==> src/hdl/pme_pkg.sv <==
// Purpose: Shared constants, types and decoders of the power measurement engine
// Assumes: 10 MHz core clock, register port addressed by register index
// Notes: Conversion periods are counted on the core clock
package pme_pkg;
	////////////////////////////////////////////////////////////////////////////////
	localparam int unsigned CLK_PERIOD_NS = 100;
	localparam int unsigned NS_PER_US = 1000;
	localparam int unsigned ADC_RATE_HZ = 500000;
	localparam int unsigned NS_PER_S = 1000000000;
	localparam int unsigned MOD_DIV_CYC = NS_PER_S / (CLK_PERIOD_NS * ADC_RATE_HZ);
	localparam int unsigned CT_US_DEFAULT [8] = '{140, 204, 332, 588, 1100, 2116, 4156, 8244};
	localparam int unsigned TMR_W = 20;
	localparam logic [3:0] AVG_LOG2 [8] = '{4'h0, 4'h2, 4'h4, 4'h6, 4'h7, 4'h8, 4'h9, 4'ha};
	localparam int unsigned SCNT_W = 11;
	////////////////////////////////////////////////////////////////////////////////
	localparam int unsigned ADDR_W = 3;
	localparam int unsigned DATA_W = 16;
	localparam logic [2:0] REG_SETUP = 3'h0;
	localparam logic [2:0] REG_SHUNT = 3'h1;
	localparam logic [2:0] REG_BUS = 3'h2;
	localparam logic [2:0] REG_POWER = 3'h3;
	localparam logic [2:0] REG_CURRENT = 3'h4;
	localparam logic [2:0] REG_SCALE = 3'h5;
	localparam logic [2:0] REG_STATUS = 3'h6;
	localparam logic [2:0] REG_MASK = 3'h7;
	localparam logic [15:0] SETUP_RESET = 16'h4127;
	localparam int unsigned MODE_LSB = 0;
	localparam int unsigned SHCT_LSB = 3;
	localparam int unsigned BUSCT_LSB = 6;
	localparam int unsigned AVG_LSB = 9;
	localparam int unsigned ST_W = 2;
	localparam int unsigned ST_DONE = 0;
	localparam int unsigned ST_SAT = 1;
	////////////////////////////////////////////////////////////////////////////////
	localparam int unsigned CAL_DIV_SHIFT = 11;
	localparam logic [31:0] POWER_DIVISOR = 32'h00004e20;
	localparam int unsigned POWER_LSB_RATIO = 25;
	localparam int unsigned ACC_W = 40;

	typedef enum logic [2:0] {
		S_IDLE = 3'b000,
		S_SH_CONV = 3'b001,
		S_SH_MATH = 3'b010,
		S_BUS_CONV = 3'b011,
		S_PWR_DIV = 3'b100,
		S_SAMPLE_END = 3'b101,
		S_FINISH = 3'b110
	} pme_state_t;

	function automatic logic mode_active(input logic [2:0] mode);
		return (mode[1:0] != 2'h0);
	endfunction : mode_active

	function automatic logic [2:0] fld3(input logic [15:0] word, input int unsigned lsb);
		return word[lsb +: 3];
	endfunction : fld3
endpackage : pme_pkg

==> src/hdl/pme_engine.sv <==
// Purpose: Measurement sequencer, current and power arithmetic, result registers
// Assumes: Converter codes are on the core clock and stable when a period ends
// Notes: Register port addressed by register index, read data one cycle later
`timescale 1ns/1ns
module pme_engine #(
	parameter int unsigned CT_US [8] = pme_pkg::CT_US_DEFAULT
) (
	// Clock and reset
	input wire logic core_clk_i,
	input wire logic srst_i,
	// Register port
	input wire logic [pme_pkg::ADDR_W-1:0] reg_addr_i,
	input wire logic [pme_pkg::DATA_W-1:0] reg_wdata_i,
	input wire logic reg_wr_i,
	input wire logic reg_rd_i,
	output logic [pme_pkg::DATA_W-1:0] reg_rdata_o,
	// Converter
	output logic conv_start_o,
	output logic conv_bus_sel_o,
	output logic mod_sample_o,
	input wire logic [15:0] shunt_code_i,
	input wire logic [15:0] bus_code_i,
	// Status
	output logic conversion_done_flag_o,
	output logic irq_o
);
	////////////////////////////////////////////////////////////////////////////////
	// Helpers
	typedef logic signed [pme_pkg::ACC_W-1:0] pme_acc_t;

	// Arithmetic shift that rounds toward zero
	function automatic pme_acc_t trunc_shift(input pme_acc_t v, input int unsigned sh);
		pme_acc_t bias;
		bias = v[pme_pkg::ACC_W-1] ? pme_acc_t'((64'h1 << sh) - 64'h1) : '0;
		return (v + bias) >>> sh;
	endfunction : trunc_shift

	function automatic logic [15:0] sat_s16(input pme_acc_t v);
		if (v > pme_acc_t'(16'sh7fff)) begin
			return 16'h7fff;
		end else if (v < -pme_acc_t'(17'sh08000)) begin
			return 16'h8000;
		end
		return v[15:0];
	endfunction : sat_s16

	function automatic logic [pme_pkg::TMR_W-1:0] ct_cycles(input logic [2:0] code);
		return pme_pkg::TMR_W'(CT_US[code] * pme_pkg::NS_PER_US / pme_pkg::CLK_PERIOD_NS);
	endfunction : ct_cycles

	////////////////////////////////////////////////////////////////////////////////
	// Declarations
	logic [15:0] setup_ff, nxt_setup;
	logic [15:0] scale_ff, nxt_scale;
	logic [pme_pkg::ST_W-1:0] status_ff, nxt_status, mask_ff, nxt_mask;
	logic [15:0] rdata_ff, nxt_rdata;
	logic irq_ff, nxt_irq;
	logic [15:0] shunt_res_ff, nxt_shunt_res, bus_res_ff, nxt_bus_res;
	logic [15:0] pwr_res_ff, nxt_pwr_res, cur_res_ff, nxt_cur_res;
	pme_pkg::pme_state_t state_ff;
	pme_pkg::pme_state_t nxt_state;
	logic [15:0] sh_smp_ff, nxt_sh_smp, cur_smp_ff, nxt_cur_smp;
	pme_acc_t acc_sh_ff, nxt_acc_sh, acc_bus_ff, nxt_acc_bus;
	pme_acc_t acc_cur_ff, nxt_acc_cur, acc_pwr_ff, nxt_acc_pwr;
	logic [pme_pkg::SCNT_W-1:0] scnt_ff, nxt_scnt;
	logic [4:0] mod_cnt_ff, nxt_mod_cnt;
	logic mod_ff, nxt_mod;
	logic cstart_ff, nxt_cstart, csel_ff, nxt_csel;
	logic [2:0] mode;
	logic [3:0] avg_sh;
	logic setup_wr, start_wr, stop_wr, done_evt, sat_evt;
	logic tmr_load, tmr_done, div_start, div_done;
	logic [pme_pkg::TMR_W-1:0] tmr_val;
	logic [31:0] div_dividend, div_quot;
	logic [15:0] bus_now, cur_src, cur_mag;
	pme_acc_t prod, cur_full;

	////////////////////////////////////////////////////////////////////////////////
	// Submodules
	pme_period_timer #(.CNT_W(pme_pkg::TMR_W)) u_timer (
		.core_clk_i(core_clk_i),
		.srst_i(srst_i),
		.load_i(tmr_load),
		.load_val_i(tmr_val),
		.done_o(tmr_done)
	);

	pme_serial_div #(.W(32), .DIVISOR(pme_pkg::POWER_DIVISOR)) u_div (
		.core_clk_i(core_clk_i),
		.srst_i(srst_i),
		.start_i(div_start),
		.dividend_i(div_dividend),
		.quot_o(div_quot),
		.done_o(div_done)
	);

	////////////////////////////////////////////////////////////////////////////////
	// Register file
	assign mode = pme_pkg::fld3(setup_ff, pme_pkg::MODE_LSB);
	assign avg_sh = pme_pkg::AVG_LOG2[pme_pkg::fld3(setup_ff, pme_pkg::AVG_LSB)];
	assign setup_wr = reg_wr_i && (reg_addr_i == pme_pkg::REG_SETUP);
	assign start_wr = setup_wr && pme_pkg::mode_active(reg_wdata_i[2:0]);
	assign stop_wr = setup_wr && !pme_pkg::mode_active(reg_wdata_i[2:0]);

	always_comb begin
		nxt_setup = setup_wr ? reg_wdata_i : setup_ff;
		nxt_scale = (reg_wr_i && reg_addr_i == pme_pkg::REG_SCALE) ? reg_wdata_i : scale_ff;
		nxt_mask = (reg_wr_i && reg_addr_i == pme_pkg::REG_MASK) ?
			reg_wdata_i[pme_pkg::ST_W-1:0] : mask_ff;
		nxt_status = status_ff;
		if (reg_wr_i && reg_addr_i == pme_pkg::REG_STATUS) begin
			nxt_status = status_ff & ~reg_wdata_i[pme_pkg::ST_W-1:0];
		end
		if (start_wr) begin
			nxt_status[pme_pkg::ST_DONE] = 1'b0;
		end
		// Events applied last so a set in the clearing cycle is kept
		if (done_evt) begin
			nxt_status[pme_pkg::ST_DONE] = 1'b1;
		end
		if (sat_evt) begin
			nxt_status[pme_pkg::ST_SAT] = 1'b1;
		end
		nxt_irq = |(status_ff & mask_ff);
		nxt_rdata = 16'h0000;
		if (reg_rd_i) begin
			case (reg_addr_i)
				pme_pkg::REG_SETUP: nxt_rdata = setup_ff;
				pme_pkg::REG_SHUNT: nxt_rdata = shunt_res_ff;
				pme_pkg::REG_BUS: nxt_rdata = {1'b0, bus_res_ff[14:0]};
				pme_pkg::REG_POWER: nxt_rdata = (|scale_ff) ? pwr_res_ff : 16'h0000;
				pme_pkg::REG_CURRENT: nxt_rdata = (|scale_ff) ? cur_res_ff : 16'h0000;
				pme_pkg::REG_SCALE: nxt_rdata = scale_ff;
				pme_pkg::REG_STATUS: nxt_rdata = 16'(status_ff);
				pme_pkg::REG_MASK: nxt_rdata = 16'(mask_ff);
				default: nxt_rdata = 16'h0000;
			endcase
		end
	end

	always_ff @(posedge core_clk_i) begin
		if (srst_i) begin
			setup_ff <= pme_pkg::SETUP_RESET;
			scale_ff <= 16'h0000;
			status_ff <= '0;
			mask_ff <= '0;
			rdata_ff <= 16'h0000;
			irq_ff <= 1'b0;
		end else begin
			setup_ff <= nxt_setup;
			scale_ff <= nxt_scale;
			status_ff <= nxt_status;
			mask_ff <= nxt_mask;
			rdata_ff <= nxt_rdata;
			irq_ff <= nxt_irq;
		end
	end

	////////////////////////////////////////////////////////////////////////////////
	// Arithmetic
	// Scale factor is unsigned, shunt reading signed
	assign prod = pme_acc_t'($signed(sh_smp_ff)) * pme_acc_t'({1'b0, scale_ff});
	assign cur_full = trunc_shift(prod, pme_pkg::CAL_DIV_SHIFT);
	assign bus_now = {1'b0, bus_code_i[14:0]}; // 1.25 mV per count, no scaling
	// Bus-only sets reuse the last stored current
	assign cur_src = mode[0] ? cur_smp_ff : cur_res_ff;
	assign cur_mag = cur_src[15] ? 16'(-$signed(cur_src)) : cur_src;
	// Dividing by 20000 fixes power weight at 25 current weights
	assign div_dividend = 32'(cur_mag) * 32'(bus_now);

	////////////////////////////////////////////////////////////////////////////////
	// Sequencer
	always_comb begin
		nxt_state = state_ff;
		nxt_sh_smp = sh_smp_ff;
		nxt_cur_smp = cur_smp_ff;
		nxt_acc_sh = acc_sh_ff;
		nxt_acc_bus = acc_bus_ff;
		nxt_acc_cur = acc_cur_ff;
		nxt_acc_pwr = acc_pwr_ff;
		nxt_scnt = scnt_ff;
		nxt_shunt_res = shunt_res_ff;
		nxt_bus_res = bus_res_ff;
		nxt_cur_res = cur_res_ff;
		nxt_pwr_res = pwr_res_ff;
		nxt_csel = csel_ff;
		tmr_load = 1'b0;
		div_start = 1'b0;
		done_evt = 1'b0;
		sat_evt = 1'b0;
		case (state_ff)
			pme_pkg::S_IDLE: begin
				// Triggered modes leave idle only on a fresh write
				if (start_wr || (mode[2] && pme_pkg::mode_active(mode))) begin
					nxt_state = pme_pkg::S_SAMPLE_END;
					nxt_scnt = '1;
					nxt_acc_sh = '0;
					nxt_acc_bus = '0;
					nxt_acc_cur = '0;
					nxt_acc_pwr = '0;
				end
			end
			pme_pkg::S_SH_CONV: begin
				if (tmr_done) begin
					nxt_sh_smp = shunt_code_i;
					nxt_state = pme_pkg::S_SH_MATH;
				end
			end
			pme_pkg::S_SH_MATH: begin
				nxt_cur_smp = (scale_ff == 16'h0000) ? 16'h0000 : sat_s16(cur_full);
				sat_evt = (scale_ff != 16'h0000) && (sat_s16(cur_full) != cur_full[15:0]);
				nxt_acc_sh = acc_sh_ff + pme_acc_t'($signed(sh_smp_ff));
				nxt_acc_cur = acc_cur_ff + pme_acc_t'($signed(nxt_cur_smp));
				nxt_state = pme_pkg::S_SAMPLE_END;
				if (mode[1]) begin
					tmr_load = 1'b1;
					nxt_csel = 1'b1;
					nxt_state = pme_pkg::S_BUS_CONV;
				end
			end
			pme_pkg::S_BUS_CONV: begin
				if (tmr_done) begin
					nxt_acc_bus = acc_bus_ff + pme_acc_t'(bus_now);
					div_start = 1'b1;
					nxt_state = pme_pkg::S_PWR_DIV;
				end
			end
			pme_pkg::S_PWR_DIV: begin
				if (div_done) begin
					nxt_acc_pwr = acc_pwr_ff + pme_acc_t'((scale_ff == 16'h0000) ? 32'h0 :
						((div_quot > 32'h0000ffff) ? 32'h0000ffff : div_quot));
					sat_evt = (div_quot > 32'h0000ffff);
					nxt_state = pme_pkg::S_SAMPLE_END;
				end
			end
			pme_pkg::S_SAMPLE_END: begin
				nxt_scnt = scnt_ff + 1'b1;
				if (scnt_ff == pme_pkg::SCNT_W'((32'h1 << avg_sh) - 32'h1)) begin
					nxt_state = pme_pkg::S_FINISH;
				end else begin
					tmr_load = 1'b1;
					nxt_csel = !mode[0];
					nxt_state = mode[0] ? pme_pkg::S_SH_CONV : pme_pkg::S_BUS_CONV;
				end
			end
			pme_pkg::S_FINISH: begin
				// Outputs change only here, after the final sample, or when a zero scale clears current and power
				if (mode[0]) begin
					nxt_shunt_res = 16'(trunc_shift(acc_sh_ff, avg_sh));
					nxt_cur_res = 16'(trunc_shift(acc_cur_ff, avg_sh));
				end
				if (mode[1]) begin
					nxt_bus_res = 16'(acc_bus_ff >>> avg_sh);
					nxt_pwr_res = 16'(acc_pwr_ff >>> avg_sh);
				end
				done_evt = 1'b1;
				nxt_state = pme_pkg::S_IDLE;
			end
			default: nxt_state = pme_pkg::S_IDLE;
		endcase
		if (scale_ff == 16'h0000) begin
			nxt_cur_res = 16'h0000;
			nxt_pwr_res = 16'h0000;
		end
		// New active write restarts the set, power-down aborts it
		if (stop_wr || start_wr) begin
			// A triggered write mid-set must still yield its one set
			nxt_state = stop_wr ? pme_pkg::S_IDLE : pme_pkg::S_SAMPLE_END;
			nxt_scnt = '1;
			nxt_acc_sh = '0;
			nxt_acc_bus = '0;
			nxt_acc_cur = '0;
			nxt_acc_pwr = '0;
			tmr_load = 1'b0;
			div_start = 1'b0;
			done_evt = 1'b0;
		end
		// Separate period fields per channel
		tmr_val = nxt_csel ? ct_cycles(pme_pkg::fld3(setup_ff, pme_pkg::BUSCT_LSB)) :
			ct_cycles(pme_pkg::fld3(setup_ff, pme_pkg::SHCT_LSB));
		nxt_cstart = tmr_load;
		// Modulator strobe runs only while converting
		nxt_mod = 1'b0;
		nxt_mod_cnt = 5'h00;
		if (state_ff == pme_pkg::S_SH_CONV || state_ff == pme_pkg::S_BUS_CONV) begin
			nxt_mod_cnt = mod_cnt_ff + 5'h01;
			if (mod_cnt_ff == 5'(pme_pkg::MOD_DIV_CYC - 1)) begin
				nxt_mod_cnt = 5'h00;
				nxt_mod = 1'b1;
			end
		end
	end

	always_ff @(posedge core_clk_i) begin
		if (srst_i) begin
			state_ff <= pme_pkg::S_IDLE;
			sh_smp_ff <= 16'h0000;
			cur_smp_ff <= 16'h0000;
			acc_sh_ff <= '0;
			acc_bus_ff <= '0;
			acc_cur_ff <= '0;
			acc_pwr_ff <= '0;
			scnt_ff <= '0;
			shunt_res_ff <= 16'h0000;
			bus_res_ff <= 16'h0000;
			cur_res_ff <= 16'h0000;
			pwr_res_ff <= 16'h0000;
			cstart_ff <= 1'b0;
			csel_ff <= 1'b0;
			mod_cnt_ff <= 5'h00;
			mod_ff <= 1'b0;
		end else begin
			state_ff <= nxt_state;
			sh_smp_ff <= nxt_sh_smp;
			cur_smp_ff <= nxt_cur_smp;
			acc_sh_ff <= nxt_acc_sh;
			acc_bus_ff <= nxt_acc_bus;
			acc_cur_ff <= nxt_acc_cur;
			acc_pwr_ff <= nxt_acc_pwr;
			scnt_ff <= nxt_scnt;
			shunt_res_ff <= nxt_shunt_res;
			bus_res_ff <= nxt_bus_res;
			cur_res_ff <= nxt_cur_res;
			pwr_res_ff <= nxt_pwr_res;
			cstart_ff <= nxt_cstart;
			csel_ff <= nxt_csel;
			mod_cnt_ff <= nxt_mod_cnt;
			mod_ff <= nxt_mod;
		end
	end

	assign reg_rdata_o = rdata_ff;
	assign conv_start_o = cstart_ff;
	assign conv_bus_sel_o = csel_ff;
	assign mod_sample_o = mod_ff;
	assign conversion_done_flag_o = status_ff[pme_pkg::ST_DONE];
	assign irq_o = irq_ff;
endmodule : pme_engine

==> src/hdl/pme_period_timer.sv <==
// Purpose: Down counter that marks the end of one conversion period
// Assumes: Load value of at least one cycle
// Notes: Done is a one-cycle pulse, a new load restarts the count
`timescale 1ns/1ns
module pme_period_timer #(
	parameter int unsigned CNT_W = pme_pkg::TMR_W
) (
	// Clock and reset
	input wire logic core_clk_i,
	input wire logic srst_i,
	// Control
	input wire logic load_i,
	input wire logic [CNT_W-1:0] load_val_i,
	output logic done_o
);
	logic [CNT_W-1:0] cnt_ff;
	logic [CNT_W-1:0] nxt_cnt;
	logic done_ff;
	logic nxt_done;

	always_comb begin
		nxt_cnt = cnt_ff;
		nxt_done = 1'b0;
		if (load_i) begin
			nxt_cnt = load_val_i;
		end else if (cnt_ff != '0) begin
			nxt_cnt = cnt_ff - 1'b1;
			nxt_done = (cnt_ff == CNT_W'(1));
		end
	end

	always_ff @(posedge core_clk_i) begin
		if (srst_i) begin
			cnt_ff <= '0;
			done_ff <= 1'b0;
		end else begin
			cnt_ff <= nxt_cnt;
			done_ff <= nxt_done;
		end
	end

	assign done_o = done_ff;
endmodule : pme_period_timer

==> src/hdl/pme_serial_div.sv <==
// Purpose: Restoring divider, one quotient bit per clock
// Assumes: Divisor is a nonzero constant
// Notes: Takes W cycles; a constant divider in one cycle would cost far more area
`timescale 1ns/1ns
module pme_serial_div #(
	parameter int unsigned W = 32,
	parameter logic [W-1:0] DIVISOR = pme_pkg::POWER_DIVISOR
) (
	// Clock and reset
	input wire logic core_clk_i,
	input wire logic srst_i,
	// Operands
	input wire logic start_i,
	input wire logic [W-1:0] dividend_i,
	output logic [W-1:0] quot_o,
	output logic done_o
);
	logic [W-1:0] quot_ff, nxt_quot;
	logic [W:0] rem_ff, nxt_rem;
	logic [5:0] cnt_ff, nxt_cnt;
	logic busy_ff, nxt_busy;
	logic done_ff, nxt_done;
	logic [W:0] trial;

	always_comb begin
		trial = '0;
		nxt_quot = quot_ff;
		nxt_rem = rem_ff;
		nxt_cnt = cnt_ff;
		nxt_busy = busy_ff;
		nxt_done = 1'b0;
		if (start_i) begin
			nxt_quot = dividend_i;
			nxt_rem = '0;
			nxt_cnt = 6'(W);
			nxt_busy = 1'b1;
		end else if (busy_ff) begin
			// Remainder dropped: quotient truncates
			trial = {rem_ff[W-1:0], quot_ff[W-1]};
			nxt_quot = {quot_ff[W-2:0], 1'b0};
			if (trial >= {1'b0, DIVISOR}) begin
				trial = trial - {1'b0, DIVISOR};
				nxt_quot[0] = 1'b1;
			end
			nxt_rem = trial;
			nxt_cnt = cnt_ff - 6'h01;
			if (cnt_ff == 6'h01) begin
				nxt_busy = 1'b0;
				nxt_done = 1'b1;
			end
		end
	end

	always_ff @(posedge core_clk_i) begin
		if (srst_i) begin
			quot_ff <= '0;
			rem_ff <= '0;
			cnt_ff <= 6'h00;
			busy_ff <= 1'b0;
			done_ff <= 1'b0;
		end else begin
			quot_ff <= nxt_quot;
			rem_ff <= nxt_rem;
			cnt_ff <= nxt_cnt;
			busy_ff <= nxt_busy;
			done_ff <= nxt_done;
		end
	end

	assign quot_o = quot_ff;
	assign done_o = done_ff;
endmodule : pme_serial_div

==> config.mk <==
export PLATFORM = sky130hd
export DESIGN_NAME = pme_engine
export DESIGN_NICKNAME = d
export VERILOG_FILES = /design/src/hdl/pme_pkg.sv /design/src/hdl/pme_engine.sv /design/src/hdl/pme_period_timer.sv /design/src/hdl/pme_serial_div.sv
export SDC_FILE = /design/constraint.sdc
export NUM_CORES = 2
export LEC_CHECK = 0
export BUFFER_PORTS_ARGS = -buffer_cell sky130_fd_sc_hd__buf_2
export CORE_UTILIZATION = 42
export CTS_CLUSTER_DIAMETER = 40
export DETAILED_ROUTE_END_ITERATION = 7
export GPL_TIMING_DRIVEN = 0
export SYNTH_ARGS = -nofsm -noshare
export SYNTH_HDL_FRONTEND = slang
export SYNTH_HIERARCHICAL = 1
export SYNTH_SLANG_ARGS = --single-unit
==> constraint.sdc <==
create_clock -name core_clk_i -period 25.3 [get_ports core_clk_i]
set_input_delay 1.265 -clock core_clk_i [delete_from_list [all_inputs] [get_ports core_clk_i]]
set_output_delay 1.265 -clock core_clk_i [all_outputs]
set_load 0.03 [all_outputs]
==> impl_metrics.csv <==
group,metric,value,unit
route,routed_wl,181000,um
cells_and_area,final_cell_mix,"nand2_1, inv_1, a21oi_1",
logic_synthesis,syn-instance-count,6903,
die,ioPinCount,76,
sta,final.period_utilization,82.5,%
route,dr_total_vias,50400,
die,fp.dieArea,131000,um2
clocking,postCtsSetupRepairBufs,0,
setup_path,r2r_cells,73,
logic_synthesis,yosysSeqAreaShare,14.9,%
logic_synthesis,yosysTopAreaCellShare,15.4,%
setup_path,cp.required,25.87,ns
logic_synthesis,synth_area_leaders,"fa_1, dfxtp_1, ha_1, nand2_1, a21oi_1",
route,drc,0,
cells_and_area,layout-drive-gt1-share,5.45,%
cells_and_area,n_fill_cell,12700,
sta,tightest_slew,1.44,ns
placement,gp_congestion,1.01,
clocking,htreeDepth,3,
clocking,cts_buffers,82,
cells_and_area,final_cells,8836,
logic_synthesis,yosysTopAreaCell,"fa_1",
logic_synthesis,syn_area,54200,um2
setup_path,crit_path_top_delay_cell,"a2bb2oi_1",
grt,grt_antenna_before_repair,6,
setup_path,worstPathArrival,21.43,ns
die,row_count,131,
placement,dp_cells,8684,
sta,hold_viol,0,
setup_path,crit_path_start_kind,"flip-flop",
clocking,clock_latency,0.69,ns
grt,grt_pass1_wl,283000,um
die,die_y,361,um
hold_path,whs_path_depth,2,
clocking,cts_tree,"yes",
clocking,clkSlewWorstSetupHoldPaths,0.06,ns
route,first_iter_violations,4185,
clocking,cts_sinks,404,
cells_and_area,insertedDiodeCount,0,
die,fp.dieW,361,um
run_status,status,"finished, final reports clean",
setup_path,crit_top_cell,"inv_1",
clocking,ctsHoldBuffers,0,
grt,grt_overflow_total,0,
setup_path,cp-end-kind,"flip-flop",
sta,rsz0062_at_grt,"no",
placement,numPortBuffers,74,
sta,tns,0,ns
logic_synthesis,synth-main-ff-cell,"dfxtp_1",
grt,grt_usage,27.5,%
clocking,clockBufferDepth,3,
cells_and_area,syn_to_final_growth,10.2,%
logic_synthesis,ys_ff_latch,404,
logic_synthesis,ys_warn_count,6,
route,wire_per_inst,20.5,um
cells_and_area,mostFrequentLayoutCell,"nand2_1",
route,wl_met1,83300,um
route,via_per_inst,5.70,
placement,hpwl,147000,um
job,drv_cap,0,
sta,slew_viol_final,0,
route,wl_met2,80500,um
clocking,cts_root_buffer,"clkbuf_16",
route,maxUsedRoutingLayer,"met5",
grt,grt_max_degree,33,
sta,fin_crit,20.87,ns
sta,clock-skew-final,0.0503,ns
sta,timing.fmax,47.9,MHz
sta,max_slew_margin,3.04,%
setup_path,crit_type,"reg2reg",
sta,setup_viol,0,
route,drt_first_pass_iters,7,
logic_synthesis,synth-edff-count,0,
logic_synthesis,synthArstFlopShare,0,%
route,route.antenna.remaining_nets,0,
die,initial_core_util,42.4,%
cells_and_area,fin_util,46.7,%
cells_and_area,fin_nets,8079,
grt,grt_pass1_vias,48900,
setup_path,cp_slowest_stage_delay,0.68,ns
die,core,128000,um2
hold_path,hold_class,"reg2reg",
setup_path,cp_max_fo,10,
route,wl_met3,12300,um
logic_synthesis,ys_types,134,
logic_synthesis,avgSynthCellArea,7.86,um2
clocking,postCtsResizedCells,0,
worst paths after layout:
kind | from | to | slack, ns
worst max-delay path | setup_ff[5]$_SDFFE_PP1P_ | u_timer/cnt_ff[0]$_SDFFE_PP0P_ | 4.43
worst max register to register | setup_ff[5]$_SDFFE_PP1P_ | u_timer/cnt_ff[0]$_SDFFE_PP0P_ | 4.43
worst min-delay path | setup_ff[12]$_SDFFE_PP0P_ | setup_ff[12]$_SDFFE_PP0P_ | 0.45
worst min register to register | setup_ff[12]$_SDFFE_PP0P_ | setup_ff[12]$_SDFFE_PP0P_ | 0.45
critical path, delay by kind of cell (launching register included):
kind	cells	cell delay [ns]
muxes	3	1.15
AOI/OAI and AO/OA	30	8.40
DFF	1	0.49
xor gates and xnor gates	4	0.99
buffers and inverters	10	1.96
and+or+nand+nor	17	4.74
adders and majority gates	9	3.03
cell usage after synthesis (all sizes together), types with 23 or more instances:
cell type  instances
a311oi            23
or2               26
a21o              73
dfxtp            404
o211ai            50
a21oi            602
o21bai           167
and2             253
nand2b            49
nor2             469
ha               500
a22o              29
o21ai            205
fa               418
xor2              98
and3              38
o31ai             35
clkbuf           313
nor4              48
nand4             25
nor3             127
a22oi             29
nor2b             42
or4               24
a31oi             56
mux2i            255
o21a              60
nand3            215
buf               59
xnor2            245
a211oi           119
inv              679
nand2            853
or3               44
area by class of cell:
| type | instances | area, um2 | area share (%) |
|---|---|---|---|
| buffer | 372 | 1470 | 2.46 |
| clock buffer | 95 | 2210 | 3.70 |
| clock inverter | 57 | 631 | 1.06 |
| inverter | 680 | 2550 | 4.27 |
| multi-input combinational | 5489 | 42300 | 70.8 |
| sequential | 404 | 8090 | 13.5 |
| tap | 1662 | 2080 | 3.48 |
| timing repair buffer | 77 | 410 | 0.687 |
cells by family after synthesis:
| logic type | Yosys count | share of synthesized area (%) |
|---|---|---|
| xor+xnor | 343 | 5.57 |
| other cells | 2 | 0.0138 |
| compound gates | 1639 | 20.0 |
| mux | 272 | 5.12 |
| fa+ha+maj | 920 | 27.0 |
| simple gates | 2271 | 20.0 |
| buf+inv | 1052 | 7.42 |
| flops | 404 | 14.9 |
stage by stage:
stage / hold slack, ns / setup WS (ns) / cell area [um2]
floorplan: 0.420 / 7.42 / 54400
global placement: 0.441 / 4.33 / 56800
detailed placement: 0.445 / 4.55 / 56900
CTS: 0.452 / 4.51 / 59700
global route: 0.481 / 2.66 / 59700
finish: 0.450 / 4.43 / 59700
state kept, by name, summed over array words and instances (netlist names), 6 cells and up:
register,cells
scnt_ff,11
u_div/cnt_ff,6
reg_rdata_o,16
sh_smp_ff,16
u_div/rem_ff,32
acc_cur_ff,40
bus_res_ff,15
u_timer/cnt_ff,20
cur_res_ff,16
acc_bus_ff,30
scale_ff,16
acc_pwr_ff,31
cur_smp_ff,16
acc_sh_ff,40
pwr_res_ff,16
shunt_res_ff,16
setup_ff,16
u_div/quot_o,32
layer usage:
layer | track usage [%] | vias to the layer above
met1 | 38.3 | 24300
met3 | 4.22 | 268
li1 | - | 24100
met2 | 43.5 | 1658
met4 | 8.37 | 8
met5 | 0 | -
Power is left out: the tool's default activity adds up to more than one toggle a clock period on the data nets, which glitch-free logic cannot reach.
